`src/hdl/aesb_pkg.sv`:
```
// constants, register map and types of the single-block encrypt engine
`default_nettype none
package aesb_pkg;

  // register byte offsets
  localparam logic [11:0] OFF_START_TASK = 12'h000;
  localparam logic [11:0] OFF_ABORT_TASK = 12'h004;
  localparam logic [11:0] OFF_DONE_FLAG  = 12'h100;
  localparam logic [11:0] OFF_ABORT_FLAG = 12'h104;
  localparam logic [11:0] OFF_IRQ_EN_SET = 12'h304;
  localparam logic [11:0] OFF_IRQ_EN_CLR = 12'h308;
  localparam logic [11:0] OFF_STATUS     = 12'h400;
  localparam logic [11:0] OFF_STRUCT_PTR = 12'h504;

  // field positions
  localparam int TASK_BIT        = 0;
  localparam int FLAG_BIT        = 0;
  localparam int EN_DONE_BIT     = 0;
  localparam int EN_ABORT_BIT    = 1;
  localparam int STATUS_BUSY_BIT = 0;
  localparam int STATUS_CORE_BIT = 1;

  // reset values
  localparam logic [31:0] PTR_RESET  = 32'h0000_0000;
  localparam logic [1:0]  EN_RESET   = 2'h0;
  localparam logic        FLAG_RESET = 1'h0;

  // in-memory structure: key, cleartext, ciphertext, 16 bytes each
  localparam logic [31:0] STRUCT_KEY_OFF    = 32'h0000_0000;
  localparam logic [31:0] STRUCT_CLEAR_OFF  = 32'h0000_0010;
  localparam logic [31:0] STRUCT_CIPHER_OFF = 32'h0000_0020;
  localparam logic [31:0] STRUCT_BYTES      = 32'h0000_0030;

  // dma beats: 8 word reads then 4 word writes
  localparam logic [3:0] BEAT_FIRST_READ  = 4'h0;
  localparam logic [3:0] BEAT_LAST_KEY    = 4'h3;
  localparam logic [3:0] BEAT_LAST_READ   = 4'h7;
  localparam logic [3:0] BEAT_FIRST_WRITE = 4'h8;
  localparam logic [3:0] BEAT_LAST_WRITE  = 4'hb;

  // timing: typical block time and the clock it is counted in
  localparam int CLK_PERIOD_NS  = 25;
  localparam int TYP_BLOCK_NS   = 6000;
  localparam int TYP_BLOCK_CYC  = TYP_BLOCK_NS / CLK_PERIOD_NS;

  typedef enum logic [2:0] {
    ST_IDLE    = 3'b000,
    ST_READ    = 3'b001,
    ST_ENCRYPT = 3'b010,
    ST_WRITE   = 3'b011,
    ST_DRAIN   = 3'b100
  } aesb_state_type;

endpackage
`default_nettype wire

```
`src/hdl/aesb_block_encrypt.sv`:
```
// single-block aes encrypt engine with apb registers, ram dma and shared core port
//
// Our own choice: the APB slave port.
`default_nettype none
module aesb_block_encrypt #(
  parameter logic [31:0] RAM_BASE = 32'h2000_0000,
  parameter logic [31:0] RAM_SIZE = 32'h0000_6000
) (
  input  wire logic         mclk,
  input  wire logic         rst,
  // apb slave
  input  wire logic         psel,
  input  wire logic         penable,
  input  wire logic         pwrite,
  input  wire logic [11:0]  paddr,
  input  wire logic [31:0]  pwdata,
  output logic      [31:0]  prdata,
  output logic              pready,
  output logic              pslverr,
  // event fabric task inputs and event outputs
  input  wire logic         startTrig,
  input  wire logic         abortTrig,
  output logic              doneEvent,
  output logic              abortEvent,
  output logic              irq,
  // data ram dma master
  output logic              dmaReq,
  output logic              dmaWrite,
  output logic      [31:0]  dmaAddr,
  output logic      [31:0]  dmaWdata,
  input  wire logic         dmaAck,
  input  wire logic [31:0]  dmaRdata,
  // shared aes core
  output logic              coreReq,
  output logic      [127:0] coreKey,
  output logic      [127:0] coreBlock,
  input  wire logic         coreBusy,
  input  wire logic         coreConflict,
  input  wire logic         coreDone,
  input  wire logic [127:0] coreResult
);

  // memory words are little-endian; aes byte 0 sits in the top byte of the block
  function automatic logic [31:0] swapBytes(input logic [31:0] w);
    swapBytes = {w[7:0], w[15:8], w[23:16], w[31:24]};
  endfunction

  aesb_pkg::aesb_state_type state;
  logic [3:0]   beat;
  logic [31:0]  structPtr;
  logic [31:0]  runBase;
  logic [127:0] textReg;
  logic         doneFlag;
  logic         abortFlag;
  logic [1:0]   irqEn;

  // apb decode: a transfer completes at the edge where pready is seen high
  wire apbDone   = psel & penable & pready;
  wire apbWr     = apbDone & pwrite;
  wire hitStart  = paddr == aesb_pkg::OFF_START_TASK;
  wire hitAbort  = paddr == aesb_pkg::OFF_ABORT_TASK;
  wire hitDone   = paddr == aesb_pkg::OFF_DONE_FLAG;
  wire hitErr    = paddr == aesb_pkg::OFF_ABORT_FLAG;
  wire hitEnSet  = paddr == aesb_pkg::OFF_IRQ_EN_SET;
  wire hitEnClr  = paddr == aesb_pkg::OFF_IRQ_EN_CLR;
  wire hitStatus = paddr == aesb_pkg::OFF_STATUS;
  wire hitPtr    = paddr == aesb_pkg::OFF_STRUCT_PTR;
  wire mapped    = hitStart | hitAbort | hitDone | hitErr | hitEnSet | hitEnClr
                 | hitStatus | hitPtr;

  // tasks from software or the event fabric
  wire wrBit0    = pwdata[aesb_pkg::TASK_BIT];
  wire startHit  = startTrig | (apbWr & hitStart & wrBit0);
  wire abortHit  = abortTrig | (apbWr & hitAbort & wrBit0);
  wire running   = state != aesb_pkg::ST_IDLE;

  // the whole 48-byte structure must fit in data ram before any access starts
  wire [31:0] ptrOff  = structPtr - RAM_BASE;
  wire        ptrBad  = (structPtr < RAM_BASE) | (ptrOff > (RAM_SIZE - aesb_pkg::STRUCT_BYTES));
  wire        startOk = startHit & ~running & ~coreBusy & ~ptrBad;
  wire        startNg = startHit & ~running & (coreBusy | ptrBad);

  // each beat addresses base + 4*beat, so writes land at offset 32 onward
  wire [3:0]  beatInc  = beat + 4'h1;
  wire [31:0] nextAddr = runBase + {26'h0, beatInc, 2'b00};
  wire [31:0] firstAddr = structPtr + aesb_pkg::STRUCT_KEY_OFF;
  wire        lastRead  = beat == aesb_pkg::BEAT_LAST_READ;
  wire        lastWrite = beat == aesb_pkg::BEAT_LAST_WRITE;
  wire [31:0] cipherWord0 = swapBytes(coreResult[127:96]);

  // registered event pulses feeding flags, fabric and interrupt
  logic doneSet;
  logic errSet;
  assign doneEvent  = doneSet;
  assign abortEvent = errSet;

  // engine sequencer: abort wins over progress, conflicts end the core phase
  always_ff @(posedge mclk)
  begin
    if (rst)
    begin
      state    <= aesb_pkg::ST_IDLE;
      beat     <= aesb_pkg::BEAT_FIRST_READ;
      runBase  <= aesb_pkg::PTR_RESET;
      dmaReq   <= 1'b0;
      dmaWrite <= 1'b0;
      dmaAddr  <= 32'h0000_0000;
      dmaWdata <= 32'h0000_0000;
      coreReq  <= 1'b0;
      doneSet  <= 1'b0;
      errSet   <= 1'b0;
    end
    else
    begin
      doneSet <= 1'b0;
      errSet  <= 1'b0;
      case (state)
        aesb_pkg::ST_IDLE:
        begin
          // abort here is ignored on purpose
          if (startOk)
          begin
            state    <= aesb_pkg::ST_READ;
            beat     <= aesb_pkg::BEAT_FIRST_READ;
            runBase  <= structPtr;
            dmaReq   <= 1'b1;
            dmaWrite <= 1'b0;
            dmaAddr  <= firstAddr;
          end
          else if (startNg)
          begin
            errSet <= 1'b1;
          end
        end
        aesb_pkg::ST_READ, aesb_pkg::ST_WRITE:
        begin
          if (abortHit)
          begin
            // a beat already on the bus is finished before the event
            if (dmaAck)
            begin
              state  <= aesb_pkg::ST_IDLE;
              dmaReq <= 1'b0;
              errSet <= 1'b1;
            end
            else
            begin
              state <= aesb_pkg::ST_DRAIN;
            end
          end
          else if (dmaAck)
          begin
            if (state == aesb_pkg::ST_READ && lastRead)
            begin
              state   <= aesb_pkg::ST_ENCRYPT;
              dmaReq  <= 1'b0;
              coreReq <= 1'b1;
            end
            else if (state == aesb_pkg::ST_WRITE && lastWrite)
            begin
              state   <= aesb_pkg::ST_IDLE;
              dmaReq  <= 1'b0;
              doneSet <= 1'b1;
            end
            else
            begin
              beat     <= beatInc;
              dmaAddr  <= nextAddr;
              // write beats 9..11 map to words 1..3; the low bits keep the select in range
              dmaWdata <= swapBytes(textReg[127 - 32 * beatInc[1:0] -: 32]);
            end
          end
        end
        aesb_pkg::ST_ENCRYPT:
        begin
          // this unit always yields the core to the others
          if (abortHit | coreConflict)
          begin
            state   <= aesb_pkg::ST_IDLE;
            coreReq <= 1'b0;
            errSet  <= 1'b1;
          end
          else if (coreDone)
          begin
            state    <= aesb_pkg::ST_WRITE;
            coreReq  <= 1'b0;
            beat     <= aesb_pkg::BEAT_FIRST_WRITE;
            dmaReq   <= 1'b1;
            dmaWrite <= 1'b1;
            dmaAddr  <= runBase + aesb_pkg::STRUCT_CIPHER_OFF;
            dmaWdata <= cipherWord0;
          end
        end
        aesb_pkg::ST_DRAIN:
        begin
          if (dmaAck)
          begin
            state  <= aesb_pkg::ST_IDLE;
            dmaReq <= 1'b0;
            errSet <= 1'b1;
          end
        end
        default:
        begin
          state  <= aesb_pkg::ST_IDLE;
          dmaReq <= 1'b0;
        end
      endcase
    end
  end

  // read data capture: key words first, then cleartext
  always_ff @(posedge mclk)
  begin
    if (rst)
    begin
      coreKey   <= 128'h0;
      coreBlock <= 128'h0;
      textReg   <= 128'h0;
    end
    else if (state == aesb_pkg::ST_READ && dmaAck && !dmaWrite)
    begin
      if (beat <= aesb_pkg::BEAT_LAST_KEY)
        coreKey[127 - 32 * beat[1:0] -: 32] <= swapBytes(dmaRdata);
      else
        coreBlock[127 - 32 * beat[1:0] -: 32] <= swapBytes(dmaRdata);
    end
    else if (state == aesb_pkg::ST_ENCRYPT && coreDone && !abortHit && !coreConflict)
    begin
      textReg <= coreResult;
    end
  end

  // event flags: hardware set wins over a software clear in the same cycle
  wire clrDone = apbWr & hitDone & ~pwdata[aesb_pkg::FLAG_BIT];
  wire clrErr  = apbWr & hitErr & ~pwdata[aesb_pkg::FLAG_BIT];
  always_ff @(posedge mclk)
  begin
    if (rst)
    begin
      doneFlag  <= aesb_pkg::FLAG_RESET;
      abortFlag <= aesb_pkg::FLAG_RESET;
    end
    else
    begin
      doneFlag  <= doneSet | (doneFlag & ~clrDone);
      abortFlag <= errSet | (abortFlag & ~clrErr);
    end
  end

  // interrupt enables and the level interrupt line
  wire [1:0] enSetBits = (apbWr & hitEnSet) ? pwdata[1:0] : 2'h0;
  wire [1:0] enClrBits = (apbWr & hitEnClr) ? pwdata[1:0] : 2'h0;
  always_ff @(posedge mclk)
  begin
    if (rst)
    begin
      irqEn <= aesb_pkg::EN_RESET;
      irq   <= 1'b0;
    end
    else
    begin
      irqEn <= (irqEn | enSetBits) & ~enClrBits;
      irq   <= |({abortFlag, doneFlag} & irqEn);
    end
  end

  // structure pointer; a change mid-run does not disturb the run
  always_ff @(posedge mclk)
  begin
    if (rst)
      structPtr <= aesb_pkg::PTR_RESET;
    else if (apbWr & hitPtr)
      structPtr <= pwdata;
  end

  // read mux; task registers read as zero
  wire [31:0] statusWord = {30'h0, coreReq, running};
  wire [31:0] rdMux = hitDone   ? {31'h0, doneFlag}
                    : hitErr    ? {31'h0, abortFlag}
                    : (hitEnSet | hitEnClr) ? {30'h0, irqEn}
                    : hitStatus ? statusWord
                    : hitPtr    ? structPtr
                    : 32'h0000_0000;

  // apb answer: one wait state, then pready with data or an error for holes
  always_ff @(posedge mclk)
  begin
    if (rst)
    begin
      pready  <= 1'b0;
      prdata  <= 32'h0000_0000;
      pslverr <= 1'b0;
    end
    else
    begin
      pready  <= psel & penable & ~pready;
      pslverr <= psel & penable & ~pready & ~mapped;
      prdata  <= (psel & penable & ~pready & ~pwrite) ? rdMux : 32'h0000_0000;
    end
  end

  // checks
  localparam int TypCycles = aesb_pkg::TYP_BLOCK_CYC;
endmodule
`default_nettype wire

```
`config.mk`:
```
export PLATFORM = sky130hd
export DESIGN_NAME = aesb_block_encrypt
export DESIGN_NICKNAME = d
export VERILOG_FILES = /design/src/hdl/aesb_pkg.sv /design/src/hdl/aesb_block_encrypt.sv
export SDC_FILE = /design/constraint.sdc
export NUM_CORES = 1
export LEC_CHECK = 0
export ABC_AREA = 1
export ABC_CLOCK_PERIOD_IN_PS = 4700
export BUFFER_PORTS_ARGS = -buffer_cell sky130_fd_sc_hd__buf_2
export CAP_MARGIN = 20
export CORE_UTILIZATION = 25
export DETAILED_ROUTE_END_ITERATION = 8
export GPL_TIMING_DRIVEN = 0
export SLEW_MARGIN = 20
export SYNTH_ARGS = -nofsm -noshare
export SYNTH_HDL_FRONTEND = slang
export SYNTH_SLANG_ARGS = --single-unit
```
`constraint.sdc`:
```
create_clock -name mclk -period 4.7 [get_ports mclk]
set_input_delay 0.94 -clock mclk [delete_from_list [all_inputs] [get_ports mclk]]
set_output_delay 0.94 -clock mclk [all_outputs]
set_load 0.02 [all_outputs]
```
==> flow_metrics.py <==
metrics = {
    "cts": {
        "cts_hold_buf": 0,
        "ctsHtreeMaxLevel": 3,
        "cts_buffer_depth": 3,
        "clkLatencyLatePin_ps": 640,
        "cts_setup_buffers": 0,
        "cts_buffers": 70,
        "clkTransAtPathRegs_ps": 50,
        "cts_tree": "done",
        "clock-root-buffer": "clkbuf_16",
        "cts-resized-gates": 10,
        "cts.sinks": 563,
    },
    "global_routing": {
        "grt_max_degree": 13,
        "grt_pass1_vias": 25100,
        "grt.overflow.total": 0,
        "grt_util_all_layers": 0.236,
        "antenna_found_initial": 28,
        "grt_pass1_wl_um": 170000,
    },
    "yosys": {
        "async_flop_share": 0,
        "syn_nets": 3663,
        "synth_seq_area_share": 0.470,
        "synth_top_area_cell": "dfxtp_1",
        "yosys_most_used_dff": "dfxtp_1",
        "synthTopCellsByCount": "nor2_1 (637), dfxtp_1 (563), nand2_1 (526), o21ai_0 (434), a21oi_1 (288)",
        "yosysMostFrequentCell": "nor2_1",
        "synth_top_area_share": 0.470,
        "synth_area_leaders": "dfxtp_1 (47%), nor2_1 (10%), o21ai_0 (9.1%), nand2_1 (8.2%), a21oi_1 (6.0%)",
        "syn-cell-area_um2": 24000,
        "ys_warn_count": 0,
        "ys_ff_latch": 563,
        "synth_area_per_cell_um2": 6.98,
        "synth_cell_types": 42,
        "synthCells": 3437,
        "synth_edf_count": 0,
    },
    "critical_path": {
        "worstPathArrival_ps": 4830,
        "critPathCaptureType": "flip-flop",
        "critPathKind": "reg2reg",
        "crit_fanout": 12,
        "cp_data_required_time_ps": 5210,
        "cp-start-kind": "flip-flop",
    },
    "timing": {
        "period_needed_ps": 4330,
        "fmax_ghz": 0.231,
        "finalMaxSlewViolations": 0,
        "tightestPinTransition_ps": 1140,
        "hold_viol": 0,
        "fin_crit_sh": 0.920,
        "fin_skew_ps": 23.3,
        "slew_headroom": 0.239,
        "grt_setup_unrepaired": "no",
        "post-route-worst-setup-slack_ps": 374,
        "holdWs_ps": 451,
        "setup_viol": 0,
    },
    "detailed_routing": {
        "drtIter0Drc": 2038,
        "via_per_inst": 4.90,
        "drt-wirelength-per-cell_um": 22.1,
        "via_count": 26400,
        "final_antenna_net_count": 0,
        "drc": 0,
        "routed_wl_um": 119000,
        "dr.pass1.iters": 8,
    },
    "placement": {
        "place_ws_ps": -1180,
        "dpl.hpwl_um": 94700,
        "placed_area_um2": 28500,
        "place.port_buffers": 573,
        "finalWeightedCongestion": 0.941,
    },
    "power": {
        "power_switching_w": 0.00451,
        "comb_power_share": 0.210,
        "sw_frac_of_total": 0.332,
        "intPower_w": 0.00907,
        "power_per_cell_area_nw_per_um2": 440,
        "ir_worst_vdd_mv": 0.246,
        "pwr-share-clk": 0.411,
        "total_power_w": 0.0136,
        "p_seq_frac": 0.379,
        "p_leak_nw": 13.6,
    },
    "run": {
        "maxCapViolations": 0,
    },
    "die": {
        "die_w_um": 312,
        "core_region_area_um2": 95000,
        "ios": 575,
        "start_util": 0.253,
        "rows": 113,
        "die-area_um2": 97200,
        "die_y_um": 312,
    },
    "layout": {
        "layout-drive-gt1-share": 0.189,
        "post-route-util": 0.325,
        "fin_nets": 4308,
        "syn2layout_area_growth_pct": 28.6,
        "final_cell_area_um2": 30800,
    },
    "hold_path": {
        "hp-class": "reg2reg",
    },
    "status": {
        "outcome": "finished, final reports clean",
    },
}
## flip-flops by register name, summed over array words and instances, names as in the netlist, 2 cells and up
register / cells
beat: 4
coreBlock: 128
coreKey: 128
dmaAddr: 32
dmaWdata: 32
irqEn: 2
prdata: 32
runBase: 32
state: 3
structPtr: 32
textReg: 128
## per-stage QoR
stage                     std cells  TNS (ps)
after floorplan                3437         0
after global placement         5275    -13310
after detailed placement       5276    -13800
after CTS                      5398         0
after global routing           5398         0
final                          5399         0
## cell families after synthesis
kind of cell	Yosys count	share of synthesized area
AND/OR/NAND/NOR	1562	0.267
XOR/XNOR	4	0.00146
AO/OA/AOI/OAI	802	0.174
flip-flops	563	0.470
adder cells (fa/ha/maj)	11	0.00605
buffers and inverters	495	0.0818
## final timing paths
| kind | start | endpoint | slack (ps) | depth (start not counted) |
|---|---|---|---|---|
| max | beat[0] | dmaAddr[10] | 370 | 14 |
| min | textReg[35] | textReg[35] | 450 | 2 |
| max reg2reg | beat[0] | dmaAddr[10] | 370 | 14 |
| min reg2reg | textReg[35] | textReg[35] | 450 | 2 |
## critical path, cell delays in order (launching register included)
cell	delay, ps
dfxtp_4	420
clkinvlp_4	180
clkbuf_4	280
clkbuf_4	300
ha_2	480
inv_1	110
clkbuf_1	250
buf_2	300
fa_1	460
nor2_1	160
nor2_1	120
nor2_2	430
a21oi_1	150
nor3_1	470
nor2_1	70
## metal layers
metal	global-route usage	share of wire	vias to the layer above
met5	0	0.0016	-
met4	0.115	0.054	32
met3	0.0671	0.081	281
met1	0.284	0.41	12500
li1	-	-	12500
met2	0.384	0.46	1095
## cell type report
cell class,instances,area (um^2)
multi-input combinational,2379,10800
sequential,563,11300
antenna,2,5.00
timing repair buffer,574,2880
clock inverter,27,365
inverter,255,961
clock buffer,95,2000
fill,10600,64200
buffer,239,1020
tap,1265,1580
## layout by cell type (no fill, tap or decap), types with 5 or more instances in the layout
cell type   instances
nor3_1            147
a21oi_1           288
clkinvlp_4          5
buf_4               7
nand2_1           526
inv_1             246
o21ai_0           434
bufinv_16           6
buf_1              10
o21ai_1            22
inv_2               8
clkinv_2            9
clkbuf_8           13
nor2_1            635
clkbuf_16          71
a211oi_1            7
nand4_1            13
clkbuf_1          173
o211ai_1           36
ha_1                9
nor2_2              8
nand3_1           221
buf_2             625
dfxtp_1           562
## power groups by stage
stage	combinational [W]	clock (W)	sequential (W)
finish	0.00286	0.00558	0.00514
global placement	0.00283	0	0.00524
CTS	0.00285	0.00564	0.00514
global route	0.00308	0.00584	0.00516
floorplan	0.00143	0	0.00542
detailed placement	0.00284	0	0.00525
Power figures use the tool's default switching activity.
